[config.mk]
export PLATFORM = sky130hd
export DESIGN_NAME = lao_regs
export DESIGN_NICKNAME = d
export VERILOG_FILES = /design/src/rtl/lao_pkg.sv /design/src/rtl/lao_regs.sv /design/src/rtl/lao_sync.sv
export VERILOG_INCLUDE_DIRS = /design/src /design/src/rtl
export SDC_FILE = /design/constraint.sdc
export NUM_CORES = 1
export LEC_CHECK = 0
export ABC_CLOCK_PERIOD_IN_PS = 2500
export BUFFER_PORTS_ARGS = -buffer_cell sky130_fd_sc_hd__buf_4
export CORE_UTILIZATION = 45
export CTS_BUF_LIST = sky130_fd_sc_hd__clkbuf_2 sky130_fd_sc_hd__clkbuf_4 sky130_fd_sc_hd__clkbuf_8
export DETAILED_ROUTE_END_ITERATION = 10
export PLACE_DENSITY = 0.71
export REMOVE_ABC_BUFFERS = 1
export SETUP_SLACK_MARGIN = 0.3
export SLEW_MARGIN = 0
export SYNTH_ARGS = -nofsm -noshare
export SYNTH_HDL_FRONTEND = slang
export SYNTH_SLANG_ARGS = --single-unit
[constraint.sdc]
create_clock -name clk -period 2.5 [get_ports clk]
set_input_delay 0.375 -clock clk [delete_from_list [all_inputs] [get_ports clk]]
set_output_delay 0.375 -clock clk [all_outputs]
set_load 0.01 [all_outputs]
[src/rtl/lao_defs.svh]
// Offsets, field positions, reset values and counts of the lane alarm and offset trim bank
`ifndef LAO_DEFS_SVH
`define LAO_DEFS_SVH

// Register byte addresses on the control port
`define LAO_ADDR_ALARM_STATUS   12'h2C1
`define LAO_ADDR_ALARM_MASK     12'h2C2
`define LAO_ADDR_LANE_FAULT     12'h2C4
`define LAO_ADDR_CORE0_TRIM     12'h330
`define LAO_ADDR_CORE1_TRIM     12'h332
`define LAO_ADDR_CORE2A_TRIM    12'h334
`define LAO_ADDR_CORE2B_TRIM    12'h336

// Field positions
`define LAO_SUMMARY_FIFO_BIT    5
`define LAO_TRIM_MSB            11
`define LAO_TRIM_WIDTH          12
`define LAO_LANES               8

// Reset values
`define LAO_LANE_FAULT_RST      8'hFF
`define LAO_SUMMARY_FAULT_RST   1'h1
`define LAO_SUMMARY_MASK_RST    1'h1
`define LAO_TRIM_RST            16'h0000

// Number of trim words fetched from fuse storage after reset
`define LAO_TRIM_COUNT          4
`define LAO_TRIM_LAST_IDX       2'h3

`endif

[src/rtl/lao_pkg.sv]
// Types shared by the lane alarm and offset trim bank
package lao_pkg;

  // Fuse load sequence, Gray coded along idle -> fetch -> done
  typedef enum logic [1:0] {
    LAO_FL_IDLE  = 2'h0,
    LAO_FL_FETCH = 2'h1,
    LAO_FL_DONE  = 2'h3
  } lao_fuse_state_t;

  // Index of a trim word
  typedef logic [1:0] lao_trim_idx_t;

endpackage

[src/rtl/lao_regs.sv]
// Lane fault flags, summary fifo alarm and offset trim registers
`timescale 1ns/10ps
`default_nettype none
`include "lao_defs.svh"

// Functional notes
// RULE1: Lane buffer fault sets its lane flag
// RULE2: Writing one clears that lane flag only
// RULE3: Persisting fault sets the flag again immediately
// RULE4: Clearing summary fault bit clears all lanes
// RULE5: Lane flags reset to all ones
// RULE6: Twelve-bit unsigned trim applied to its core
// RULE7: Software writes zero to trim reserved bits
// RULE8: No trim access during offset calibration
// RULE9: Foreground-only offset cal: wait for done
// RULE10: Both background offset modes: never access trims
// RULE11: Spare cores offset-calibrated in foreground step
// RULE12: Otherwise trims accessible without waiting
// RULE13: Core two keeps separate pair A/B trims
// RULE14: Trim defaults loaded from fuses after reset
// RULE15: Active lane fault sets summary fault bit
// RULE16: Masked summary fault leaves alarm unaffected
// RULE17: Lane flags stay set until software clears
module lao_regs
  import lao_pkg::*;
(
  input  wire logic        clk,
  input  wire logic        rst_n,
  // Register access port behind the serial control interface
  input  wire logic        reg_wr,
  input  wire logic        reg_rd,
  input  wire logic [11:0] reg_addr,
  input  wire logic [15:0] reg_wdata,
  output logic      [15:0] reg_rdata,
  output logic             reg_rvalid,
  // Lane fifo fault levels from the serializer domain
  input  wire logic [7:0]  lane_fifo_err,
  input  wire logic [7:0]  lane_active,
  // Calibration configuration and status
  input  wire logic        foreground_offset_cal_enable,
  input  wire logic        background_cal_enable,
  input  wire logic        background_offset_cal_enable,
  input  wire logic        foreground_cal_done,
  input  wire logic        offset_cal_running,
  // Fuse storage read port
  output logic             fuse_rd_en,
  output logic      [1:0]  fuse_rd_idx,
  input  wire logic        fuse_rd_valid,
  input  wire logic [11:0] fuse_rd_data,
  // Core side
  input  wire logic        core2_sample_input_b,
  output logic      [11:0] core0_offset,
  output logic      [11:0] core1_offset,
  output logic      [11:0] core2_offset,
  output logic             spare_core_fg_offset_cal,
  output logic             trim_access_ok,
  output logic             trim_load_done,
  output logic             summary_alarm
);

  logic [7:0]      lane_err_sync;          // Filtered lane faults
  logic [7:0]      lane_fault_flags_ff;    // Sticky lane flags
  logic [7:0]      nxt_lane_fault_flags;
  logic            summary_fault_ff;       // Sticky summary fifo fault
  logic            nxt_summary_fault;
  logic            summary_mask_ff;        // Summary fault mask
  logic [15:0]     trim_ff [`LAO_TRIM_COUNT]; // Trim words, index order 0,1,2A,2B
  lao_fuse_state_t fuse_state_ff;          // Fuse load sequence
  lao_trim_idx_t   fuse_idx_ff;            // Word being fetched
  logic [15:0]     rdata_ff;               // Read data holding register
  logic            rvalid_ff;              // Read answer strobe
  logic            wr_lane;                // Write hits lane flags
  logic            wr_status;              // Write hits alarm status
  logic            wr_trim;                // Write hits a trim word
  lao_trim_idx_t   trim_sel;               // Trim word decoded from address
  logic            clr_all;                // Summary clear also clears lanes
  logic            any_fault;              // Fault on any active lane

  // Fault levels cross from the lane clock
  lao_sync #(
    .WIDTH (`LAO_LANES)
  ) u_lane_sync (
    .clk      (clk),
    .rst_n    (rst_n),
    .async_in (lane_fifo_err),
    .sync_out (lane_err_sync)
  );

  // Address decode
  always_comb
  begin
    wr_lane   = reg_wr && (reg_addr == `LAO_ADDR_LANE_FAULT);
    wr_status = reg_wr && (reg_addr == `LAO_ADDR_ALARM_STATUS);
    wr_trim   = 1'b0;
    trim_sel  = 2'h0;
    case (reg_addr)
      `LAO_ADDR_CORE0_TRIM:
      begin
        wr_trim  = reg_wr;
        trim_sel = 2'h0;
      end
      `LAO_ADDR_CORE1_TRIM:
      begin
        wr_trim  = reg_wr;
        trim_sel = 2'h1;
      end
      `LAO_ADDR_CORE2A_TRIM:
      begin
        wr_trim  = reg_wr;
        trim_sel = 2'h2;
      end
      `LAO_ADDR_CORE2B_TRIM:
      begin
        wr_trim  = reg_wr;
        trim_sel = 2'h3;
      end
      default:
      begin
        wr_trim  = 1'b0;
        trim_sel = 2'h0;
      end
    endcase
  end

  // Next values of the sticky flags; a set in the clear cycle wins
  always_comb
  begin
    clr_all   = wr_status && reg_wdata[`LAO_SUMMARY_FIFO_BIT];                   // RULE4
    any_fault = |(lane_err_sync & lane_active);
    nxt_lane_fault_flags = lane_fault_flags_ff;
    if (wr_lane)
    begin
      nxt_lane_fault_flags = nxt_lane_fault_flags & ~reg_wdata[7:0];             // RULE2
    end
    if (clr_all)
    begin
      nxt_lane_fault_flags = 8'h00;                                              // RULE4
    end
    nxt_lane_fault_flags = nxt_lane_fault_flags | lane_err_sync;                 // RULE1 RULE3 RULE17
    nxt_summary_fault = (summary_fault_ff & ~clr_all) | any_fault;               // RULE15
  end

  // Lane flags and summary fault, both sticky
  always_ff @(posedge clk)
  begin
    if (!rst_n)
    begin
      lane_fault_flags_ff <= `LAO_LANE_FAULT_RST;                                 // RULE5
      summary_fault_ff    <= `LAO_SUMMARY_FAULT_RST;
    end
    else
    begin
      lane_fault_flags_ff <= nxt_lane_fault_flags;
      summary_fault_ff    <= nxt_summary_fault;
    end
  end

  // Summary mask, plain read/write
  always_ff @(posedge clk)
  begin
    if (!rst_n)
    begin
      summary_mask_ff <= `LAO_SUMMARY_MASK_RST;
    end
    else if (reg_wr && (reg_addr == `LAO_ADDR_ALARM_MASK))
    begin
      summary_mask_ff <= reg_wdata[`LAO_SUMMARY_FIFO_BIT];
    end
  end

  // Combined alarm sees only an unmasked summary fault
  assign summary_alarm = summary_fault_ff & ~summary_mask_ff;                     // RULE16

  // Fuse load sequence; runs once after reset release
  always_ff @(posedge clk)
  begin
    if (!rst_n)
    begin
      fuse_state_ff <= LAO_FL_IDLE;
      fuse_idx_ff   <= 2'h0;
    end
    else
    begin
      case (fuse_state_ff)
        LAO_FL_IDLE:
        begin
          fuse_state_ff <= LAO_FL_FETCH;
        end
        LAO_FL_FETCH:
        begin
          if (fuse_rd_valid)
          begin
            fuse_idx_ff <= fuse_idx_ff + 2'h1;
            if (fuse_idx_ff == `LAO_TRIM_LAST_IDX)
            begin
              fuse_state_ff <= LAO_FL_DONE;
            end
          end
        end
        LAO_FL_DONE:
        begin
          fuse_state_ff <= LAO_FL_DONE;
        end
        default:
        begin
          fuse_state_ff <= LAO_FL_IDLE;
        end
      endcase
    end
  end

  // Request held until the fuse answers
  assign fuse_rd_en     = (fuse_state_ff == LAO_FL_FETCH);
  assign fuse_rd_idx    = fuse_idx_ff;
  assign trim_load_done = (fuse_state_ff == LAO_FL_DONE);

  // Trim words: fuse defaults first, software writes after the load
  // Writes during the load are dropped so a fuse word cannot overwrite them
  genvar gt;
  generate
    for (gt = 0; gt < `LAO_TRIM_COUNT; gt++)
    begin : g_trim
      always_ff @(posedge clk)
      begin
        if (!rst_n)
        begin
          trim_ff[gt] <= `LAO_TRIM_RST;
        end
        else if (fuse_rd_en && fuse_rd_valid && (fuse_idx_ff == 2'(gt)))
        begin
          trim_ff[gt] <= {4'h0, fuse_rd_data};                                    // RULE14
        end
        else if (trim_load_done && wr_trim && (trim_sel == 2'(gt)))
        begin
          trim_ff[gt] <= reg_wdata;                                               // RULE7
        end
      end
    end
  endgenerate

  // Low twelve bits drive the cores; pair select picks core two trim
  assign core0_offset = trim_ff[0][`LAO_TRIM_MSB:0];                              // RULE6
  assign core1_offset = trim_ff[1][`LAO_TRIM_MSB:0];                              // RULE6
  assign core2_offset = core2_sample_input_b ? trim_ff[3][`LAO_TRIM_MSB:0]
                                             : trim_ff[2][`LAO_TRIM_MSB:0];       // RULE13

  // Spare cores join the foreground offset step in this setting
  assign spare_core_fg_offset_cal = foreground_offset_cal_enable & background_cal_enable
                                    & ~background_offset_cal_enable;              // RULE11

  // Advisory status for software; the device does not block access itself
  always_comb
  begin
    if (offset_cal_running)
    begin
      trim_access_ok = 1'b0;                                                      // RULE8
    end
    else if (background_cal_enable && background_offset_cal_enable)
    begin
      trim_access_ok = 1'b0;                                                      // RULE10
    end
    else if (foreground_offset_cal_enable)
    begin
      trim_access_ok = foreground_cal_done;                                       // RULE9
    end
    else
    begin
      trim_access_ok = 1'b1;                                                      // RULE12
    end
  end

  // Registered read answer; unmapped addresses read zero
  always_ff @(posedge clk)
  begin
    if (!rst_n)
    begin
      rdata_ff  <= 16'h0000;
      rvalid_ff <= 1'b0;
    end
    else
    begin
      rvalid_ff <= reg_rd;
      if (reg_rd)
      begin
        case (reg_addr)
          `LAO_ADDR_LANE_FAULT:   rdata_ff <= {8'h00, lane_fault_flags_ff};
          `LAO_ADDR_ALARM_STATUS: rdata_ff <= {10'h000, summary_fault_ff, 5'h00};
          `LAO_ADDR_ALARM_MASK:   rdata_ff <= {10'h000, summary_mask_ff, 5'h00};
          `LAO_ADDR_CORE0_TRIM:   rdata_ff <= trim_ff[0];
          `LAO_ADDR_CORE1_TRIM:   rdata_ff <= trim_ff[1];
          `LAO_ADDR_CORE2A_TRIM:  rdata_ff <= trim_ff[2];
          `LAO_ADDR_CORE2B_TRIM:  rdata_ff <= trim_ff[3];
          default:                rdata_ff <= 16'h0000;
        endcase
      end
    end
  end

  assign reg_rdata  = rdata_ff;
  assign reg_rvalid = rvalid_ff;

endmodule

`default_nettype wire

[src/rtl/lao_sync.sv]
// Three-flop synchroniser with agreement filter, one per bit
`timescale 1ns/10ps
`default_nettype none

module lao_sync #(
  parameter int WIDTH = 8
) (
  input  wire logic             clk,
  input  wire logic             rst_n,
  input  wire logic [WIDTH-1:0] async_in,
  output logic      [WIDTH-1:0] sync_out
);

  genvar gi;

  generate
    for (gi = 0; gi < WIDTH; gi++)
    begin : g_bit
      logic meta_ff;    // First stage, read only by the second
      logic mid_ff;     // Second stage
      logic last_ff;    // Third stage
      logic level_ff;   // Accepted level

      // Shift chain; a change counts once second and third agree
      always_ff @(posedge clk)
      begin
        if (!rst_n)
        begin
          meta_ff  <= 1'h0;
          mid_ff   <= 1'h0;
          last_ff  <= 1'h0;
          level_ff <= 1'h0;
        end
        else
        begin
          meta_ff <= async_in[gi];
          mid_ff  <= meta_ff;
          last_ff <= mid_ff;
          if (mid_ff == last_ff)
          begin
            level_ff <= last_ff;
          end
        end
      end

      assign sync_out[gi] = level_ff;
    end
  endgenerate

endmodule

`default_nettype wire

# Word-level counts from Yosys, hierarchy flattened
# Memories as Yosys holds them, arrays and structs flattened.
# Cells that the tools add are included.
dict set report totals {
  elab_cells 157
  ramBits 64
  inputBits 67
  memories 1
  register_bits 63
  out_inout_bits 60
}
dict set report classes {
  n_reduce_logical 22
  mux 49
  n_eq_ne 25
  n_bitwise 20
  n_addsub 1
}
# memory depth word_bits read_ports rd_ports_with_merged_regs wr line_no
set mem_list {}
lappend mem_list {trim_ff 4 16 4 0 4 lao_regs.sv:67} ;# logic [15:0] trim_ff [`LAO_TRIM_COUNT];
# cell count
set op_table {}
lappend op_table {{$mux 16} 8}
lappend op_table {{$pmux 16 s7} 1}
lappend op_table {{$eq 12x10->1 const B} 7}
lappend op_table {{$mux 1} 33}
lappend op_table {{$and 8x8->8} 2}
lappend op_table {{$mux 8} 2}
lappend op_table {{$logic_and 1x1->1} 15}
lappend op_table {{$mux 12} 1}
lappend op_table {{$pmux 2 s3} 2}
lappend op_table {{$eq 2x2->1 const B} 5}
lappend op_table {{$or 1x1->1} 9}
lappend op_table {{$eq 1x1->1} 8}
lappend op_table {{$not 8->8} 1}
lappend op_table {{$or 8x8->8} 1}
lappend op_table {{$reduce_or 8->1} 1}
lappend op_table {{$eq 2x1->1 const B} 3}
lappend op_table {{$logic_not 2->1} 3}
lappend op_table {{$and 1x1->1} 4}
lappend op_table {{$mux 2} 2}
lappend op_table {{$ne 2x1->1 const B} 2}
lappend op_table {{$reduce_and 2->1} 2}
lappend op_table {{$reduce_or 4->1} 1}
lappend op_table {{$not 1->1} 3}
lappend op_table {{$add 2x1->2 const B} 1}

# Longest topological paths before layout
# Gate-level depths: netlist of the first run.
dict set report logic_depth {
  ltp_word 10
  mapped_depth 7
  depth_no_buf 6
}

# Modules after synthesis
# From an unflattened synthesis of the first run, not the netlist that was laid out.
dict set report unflattened {
  cells_unflattened 493
  hier_area_um2 5969.5
}
# module seq_area_each_um2 instances area_per_inst_um2 cells_each
set by_module_without_submodules {}
lappend by_module_without_submodules {lao_regs 2542.4 1 4948.5 402}
lappend by_module_without_submodules {lao_sync 640.6 1 1021.0 91}

# Worst setup path before layout of the first run
# OpenSTA, ideal clock, no wires.
dict set report synth_path {
  path_kind {in2reg}
  start {input port reg_addr[3]}
  end {memory trim_ff[1][0], enable pin}
  cell_stages 5
  path_slack_ps -125
  path_buffers 1
  arrival_time_ps 2257
  required_time_ps 2133
  setup_time_ps 367
  cell_sequence {or4b_1 > buf_2 > or3_1 > nor4b_4 > a211o_1}
}
# item line_no
set synth_lines {}
lappend synth_lines {{from (decl)} lao_regs.sv:32} ;# input wire logic [11:0] reg_addr,
lappend synth_lines {{to (decl)} lao_regs.sv:67}

# Worst setup path in the final report of the first run
dict set report layout_path {
  start {input port reg_addr[3]}
  end {register lane_fault_flags_ff[4]}
}
dict set report layout_between {
  elab_chain_cells 5
  elab_cells_between_ends 8
  classes_between {2 x eq/ne; 2 x mux; 1 x bitwise; 3 x reduce/logical}
}
# item line_no
set layout_rtl {}
lappend layout_rtl {{$eq 12x10->1} --}
lappend layout_rtl {{$logic_and 1x1->1 (on tied branches)} {lao_regs.sv:92, lao_regs.sv:93}}
lappend layout_rtl {{$mux 8 / $logic_and 1x1->1 (equally long branches)} {lao_regs.sv:131, lao_regs.sv:128}}
lappend layout_rtl {{$mux 8 *} lao_regs.sv:135} ;# if (clr_all)
lappend layout_rtl {{$or 8x8->8 *} lao_regs.sv:139} ;# nxt_lane_fault_flags = nxt_lane_fault_flags | lane_err_sync;
lappend layout_rtl {{to (signal assigned)} lao_regs.sv:148} ;# lane_fault_flags_ff <= `LAO_LANE_FAULT_RST;
lappend layout_rtl {{to (signal assigned)} lao_regs.sv:153} ;# lane_fault_flags_ff <= nxt_lane_fault_flags;
lappend layout_rtl {{to (decl)} lao_regs.sv:62} ;# logic [7:0] lane_fault_flags_ff;
# Mark *: on every way between the ends. The rest lies on a longest branch, timed or not.
# A chain may end at the register's enable or synchronous reset.

==> metrics.txt, run 1 <==
status=finished, final reports clean; via count=~4500; Post-Synth Simple-Gate Area=0.1540; Worst Path Arrival=~2400 ps; post-synthesis mux area share=0.07104; sequential-to-total area share from yosys stat=0.5510; Avg WL per Cell=between 15 and 20 um; DR iter-0 viols=569; cts bufs inserted=17; Die Wd=115.3 um; number of enable flip-flop cells after synthesis=64; mapped cell area=5777 um2; area of the die=13290 um2; die height=115.3 um; share of cells above drive strength 1=0.3258; All-Layer GR Usage=0.2414; slew of the pin with the lowest slew margin=852.2 ps; XOR/XNOR Fraction of Synth Area=0.003032; # fillers=1048; # IOs=127; ant diodes=0; CTS tree=yes; DR pass1 iterations=10; Port-buffer cells=126; Initial Util=0.4596; largest family of logic cells by synthesized area=compound AO/OA/AOI/OAI gates; power per standard cell area=slightly above 600 nW/um2; share of flip-flops with an asynchronous set or reset=0; Final Max Slew Viols=0; top cells by area, synth=edfxtp_1 33%, dfxtp_1 22%, a22o_1 7.7%, and2_1 4.8%, buf_4 3.2%; GRT overflow=0; CTS Root Cell=clkbuf_8; CP required=about 2800 ps; first-pass GRT wire length=between 20000 and 25000 um; flip-flop and latch area=3183 um2; Hold WS=143.8 ps; crit path max fanout=9; via/cell ratio=about 5.7; area added between synthesis and finish=24.73%; Final setup viols=0; Synth Flop Type=edfxtp_1; hold buffer count at CTS=0; clk buf depth=2; Post-CTS Resized=0; clock-pin slew on the worst setup and hold paths=80 ps; total wire length=between 15000 and 20000 um; Synth Area in Compound Gates=0.1568; Synth top area share=0.3327; Post-route DRC=0; H-tree levels=4; clock sink count=127; gpl congestion=0.8564; final period utilization=0.8286; vias in the first global route=4379; largest net degree at the start of global routing=38; # Max-Cap Violations=0; row count=41; crit path capture type=flip-flop; Slew headroom=0.4259; Synth Instances=498; Synth Warn #=0; Core Region=12570 um2; Peak VDD IR=284.2 uV; CP Class=in2reg; clock period minus worst slack=2072 ps; crit start category=input port; skew final=12.77 ps; Clk Latency, worst-skew pair=440 ps; Multi-input gate area=2273 um2; Routed Antenna Nets=0; area leader, netlist=edfxtp_1; Synth Area in Adders=0.008664; Final #Nets=681; Layout Utilization=0.5733; Yosys reg bits=127; syn_area_per_cell=11.60 um2; Min-Delay Path Class=in2reg; Unique masters post-synth=52; RSZ-0062 raised after global routing=false; Hold Fails Final Rpt=0; # Post-CTS Setup Buffers=0; Pleak=0.002922 uW; initial antenna violation count=0; dpl hpwl=roughly 11000 um; fmax=482.7 MHz
## stage by stage
stage | setup WS [ps] | total power [uW] | cells | cell area (um2) | TNS (ps)
finish | 428.4 | 4359 | 795 | 7206 | 0
global route | 306.0 | 4506 | 795 | 7206 | 0
floorplan | -334.4 | 2477 | 446 | 5475 | -7869
CTS | 472.0 | 4383 | 795 | 7206 | 0
detailed placement | 24.00 | 2762 | 763 | 6842 | 0
global placement | 89.90 | 2751 | 763 | 6842 | 0
## cell usage in the layout, fill, tap and decap left out, drive strengths merged, types with 11 or more instances in the layout
master / Yosys / layout
clkbuf: 18 / 18
o21ai: 25 / 25
nor2b: 11 / 11
mux2: 12 / 12
nand2: 41 / 41
buf: 34 / 145
edfxtp: 64 / 64
a21oi: 19 / 19
nor2: 19 / 19
and2: 44 / 44
a22o: 51 / 51
mux2i: 14 / 14
dfxtp: 63 / 63
## worst max-delay path: stages
cell	delay [ps]
buf_4	120
or4b_1	570
buf_4	200
nor2_1	230
and3_1	200
nand3_1	280
a311o_1	420
## power by group
part           leakage, uW  internal [uW]  switching, uW
combinational      0.00155            206            219
sequential         0.00118           2250           38.1
clock             0.000197            809            833
total              0.00292           3270           1090
## metal layers
layer	routed length (um)	vias to the layer above	track usage
met5	0	-	0
met4	313	0	0.1022
met3	1345	32	0.04744
met2	7729	239	0.4092
met1	6100	2204	0.3005
li1	-	2069	-
## sequential cells by signal, summed over array words and instances (netlist names), 8 cells and up
signal                      cells
reg_rdata                      16
lane_fault_flags_ff             8
u_lane_sync.g_bit.meta_ff       8
u_lane_sync.g_bit.last_ff       8
u_lane_sync.g_bit.level_ff      8
u_lane_sync.g_bit.mid_ff        8
trim_ff                        64
## synth_stat cells, types with 2 or more instances
cell      count
edfxtp_1     64
dfxtp_1      63
a22o_1       51
and2_1       44
nand2_1      41
buf_4        25
o21ai_0      25
a21oi_1      19
clkbuf_1     18
nor2_1       18
mux2i_1      14
mux2_2       12
nor2b_1      11
a222oi_1      8
a311o_1       8
and3_1        6
mux4_2        6
nand3_1       6
inv_1         5
buf_1         4
buf_2         4
ha_1          4
nor3_1        4
or2_2         3
a211o_1       2
a221oi_1      2
nand2b_1      2
nand4_1       2
nor4_4        2
o22ai_1       2
or3_1         2
## layout make-up
| type | count | area share |
|---|---|---|
| Inverter | 5 | 0.002605 |
| Clock buffer | 18 | 0.03438 |
| Sequential cell | 127 | 0.4417 |
| Clock inverter | 14 | 0.01615 |
| Tap cell | 172 | 0.02987 |
| Multi-Input combinational cell | 314 | 0.3155 |
| Timing Repair Buffer | 145 | 0.1597 |
## worst paths after layout
check                           cells after the start                      endpoint  slack (ps)                         start
worst max register to register                      5                 trim_ff[3][4]         650              fuse_state_ff[1]
worst min-delay path                                2  u_lane_sync.g_bit[0].meta_ff         140              lane_fifo_err[0]
worst max-delay path                                7        lane_fault_flags_ff[4]         430                   reg_addr[3]
worst min register to register                      1   u_lane_sync.g_bit[3].mid_ff         430  u_lane_sync.g_bit[3].meta_ff
## logic make-up (layout without fill, tap and decap cells)
family,after synthesis,after routing
simple gates,155,155
flops,127,127
compound gates,121,121
buf+inv,57,182
mux,32,32
fa+ha+maj,4,4
xor+xnor,2,2
No activity file was read; power rests on OpenSTA's default activity.
==> run 2: changes to the inputs <==
- ABC_AREA: unset -> 1
- ABC_CLOCK_PERIOD_IN_PS: 2500 -> 1990
- PLACE_DENSITY: 0.71 -> 0.68
- clock period: 2.5 -> 1.99 ns (I/O delays scaled with it)
==> run 2 against run 1 <==
Clock skew down 2.0 ps. Register-to-register slack got worse by 290 ps. Critical path type is now reg2reg. Critical endpoint is now trim_ff[3][2]. Worst setup slack worse by 73 ps. Non-clock buffer count rose by 23. Worst hold slack got worse by 110 ps. Final cell count increased by 35%. Critical path depth grew 1.
==> metrics.txt, run 2 <==
Core Region=13300 um2 (+5.8%); critical path's slowest cell=dfxtp_1; dpl hpwl=12500 um (+18%); DR pass1 iterations=7 (-3); via count=5654 (+24%); mapped cell area=6140 um2 (+6.3%); clk buf depth=2 (unchanged); Peak VDD IR=296.5 uV (+4.3%); area added between synthesis and finish=26.57%; wire length on met1=7492 um (+23%); Yosys reg bits=127 (unchanged); fmax=612.0 MHz; Slew headroom=0.5509 (+0.1250); GRT overflow=0 (unchanged); # Max-Cap Violations=0 (unchanged); share of flip-flops with an asynchronous set or reset=0 (unchanged); met2 WL=8066 um (+4.4%); Post-route DRC=0 (unchanged); most common library cells after synthesis=192 x nand2_1, 90 x nand3_1, 78 x inv_1; DR iter-0 viols=419 (-26%); # IOs=127 (unchanged); clock-pin slew on the worst setup and hold paths=70 ps (about the same); clock period minus worst slack=~1600 ps; top cells by area, synth=edfxtp_1 31%, dfxtp_1 21%, nand2_1 12%, nand3_1 7.3%, inv_1 4.8%; Synth Flop Type=edfxtp_1; CP required=2270 ps (-550 ps); H-tree levels=4 (unchanged); clock power share=0.376 (about the same); Clk Latency, worst-skew pair=450 ps (about the same); initial antenna violation count=0 (unchanged); All-Layer GR Usage=0.2552 (+0.01386); sequential-to-total area share from yosys stat=0.5184 (-0.03256); Logic pwr share=0.100 (+0.002); largest net degree at the start of global routing=62 (+63%); clock sink count=127 (unchanged); power per standard cell area=709.3 nW/um2 (+17%); CTS Root Cell=clkbuf_8; sequential share of power=0.524 (-0.002); skew final=10.77 ps (-1.994 ps); count leader, synth=nand2_1; status=finished, final reports clean; RSZ-0062 raised after global routing=true; crit path capture type=flip-flop; Min-Delay Path Class=in2reg; CTS tree=yes; Avg WL per Cell=16.27 um (-16%); Synth Instances=751 (+51%); hold buffer count at CTS=0 (unchanged); r2r worst-path depth=8 (+3); Synth top area share=0.3130 (-0.01966); worst r2r dst=trim_ff[3][2]; first-pass GRT wire length=27410 um (+17%); Routed Antenna Nets=0 (unchanged); area leader, netlist=edfxtp_1; Hold Fails Final Rpt=0 (unchanged); area of the die=14110 um2 (+6.2%); Initial Util=0.4618 (+0.002160); vias in the first global route=5452 (+25%); Synth Warn #=0 (unchanged); hold path cells=3 (+1); flop2flop setup slack=360 ps (-290 ps); commonest non-fill, non-tap cell in the layout=nand2_1; Final #Nets=952 (+40%); Int Pwr=4185 uW (+28%); Worst R2R Start=fuse_state_ff[0]; Die Wd=118.8 um (+3.0%); Unique masters post-synth=30 (-42%); crit path max fanout=12 (+3); post-route cell area=7771 um2 (+7.8%); met3 routed WL=1396 um (+3.8%); WP buf/inv=3 (+1); max reg flops=64 (unchanged); die height=118.8 um (+3.0%); Area after DPL=7268 um2 (+6.2%); crit start category=flip-flop; Worst Path Arrival=1910 ps (-480 ps); Power, Total=5512 uW (+26%); syn_area_per_cell=8.175 um2 (-30%); most used cell, CP=buf_4; Hold Path Sink=u_lane_sync.g_bit[2].meta_ff; sw frac=0.2407 (-0.009178); hold_sp=lane_fifo_err[2]; row count=42 (+2.4%); final period utilization=0.8211; top sig layer=met4; Port-buffer cells=126 (unchanged); cts bufs inserted=17 (unchanged); Pleak=0.003710 uW (+27%); via/cell ratio=5.284 (-7.6%); Final setup viols=0 (unchanged); crit-path max cell delay=350 ps (-220 ps); share of cells above drive strength 1=0.2685 (-0.05739); commonest cells after routing, fill and taps aside=187 x nand2_1, 162 x buf_4, 90 x nand3_1, 76 x inv_1, 64 x edfxtp_1; ant diodes=0 (unchanged); number of enable flip-flop cells after synthesis=64 (unchanged); CP Class=reg2reg; Final Max Slew Viols=0 (unchanged); total wire length=17410 um (+12%); Net Switching=1327 uW (+22%); slew of the pin with the lowest slew margin=672.9 ps (-179.3 ps); # fillers=1212 (+16%); Largest Register=trim_ff; Top delay family on crit path=simple AND/OR/NAND/NOR gates; gpl congestion=0.8993 (+5.0%); Critical Path, Cell by Cell=inv_1 > nor2_2 > nand2_2 > buf_4 > nor3b_1 > buf_4 > nand2_1 > o21ai_0
==> run 2: cell count changes after synthesis, moves of 18 or more <==
| cell | delta |
|---|---|
| a22o_1 | -50 |
| and2_1 | -44 |
| inv_1 | +73 |
| nand2_1 | +151 |
| nand3_1 | +84 |
| nand4_1 | +18 |
| nor2_1 | +48 |
==> run 2: stage by stage <==
step / hold slack, ps / TNS [ps] / util / std cells / setup slack, ps
final: 29.88 / 0 / 0.5845 / 1070 / 355.9
after global routing: 22.45 / 0 / 0.5845 / 1070 / 245.4
after CTS: 18.50 / 0 / 0.5759 / 1064 / 301.3
after detailed placement: 397.8 / 0 / 0.5467 / 1032 / 2.969
after global placement: 393.8 / 0 / 0.5467 / 1032 / 74.83
after floorplan: 385.6 / -47140 / - / 694 / -791.8
==> run 2: worst max path at each step <==
stage	from	endpoint	slack, ps	depth (start not counted)
2_1_floorplan	reg_addr[11]	trim_ff[0][0]	-790	9
3_3_place_gp	reg_addr[11]	trim_ff[1][3]	70	11
3_5_place_dp	reg_addr[11]	trim_ff[0][12]	3	11
4_1_cts	fuse_state_ff[0]	trim_ff[2][3]	300	5
5_1_grt	fuse_state_ff[0]	trim_ff[3][7]	250	8
6_report	fuse_state_ff[0]	trim_ff[3][2]	360	8
==> run 2: worst min-delay path, cell delays in order <==
cell     delay (ps)
buf_4            80
nand2_1          40
inv_1            40
==> run 2: layout make-up <==
| cell class | count | area [um2] | share of cell area |
|---|---|---|---|
| Sequential cell | 127 | 3189 | 0.4104 |
| Clock buffer | 24 | 299.0 | 0.03848 |
| Inverter | 81 | 304.0 | 0.03912 |
| Clock inverter | 8 | 65.06 | 0.008372 |
| Timing Repair Buffer | 168 | 1324 | 0.1703 |
| Multi-Input combinational cell | 486 | 2370 | 0.3049 |
| Tap cell | 176 | 220.2 | 0.02834 |
==> run 2: kinds of logic after synthesis <==
group,after synthesis,synth area share
fa+ha+maj,4,0.008152
simple gates,385,0.2717
buf+inv,138,0.1058
flops,127,0.5184
compound gates,89,0.08131
mux,8,0.01467
==> run 2: power groups by stage <==
stage          Sequential, uW  Clock, uW  Combinational, uW
2_1_floorplan            2940          0                162
3_3_place_gp             2940          0                506
3_5_place_dp             2940          0                520
4_1_cts                  2890       2100                527
5_1_grt                  2900       2210                592
6_report                 2890       2070                550
==> run 2: timing repair <==
action | in CTS | in global routing
pin swaps | 1 | 5
setup buffers | 0 | 5
gates resized for setup | 10 | 17
endpoints found under the setup margin | 101 | 72
gates cloned | 0 | 1
==> run 2: layer usage <==
metal / vias up / track usage
li1: 2716 / -
met1: 2645 / 0.3281
met2: 258 / 0.4079
met3: 35 / 0.05840
met4: 0 / 0.1171
met5: - / 0
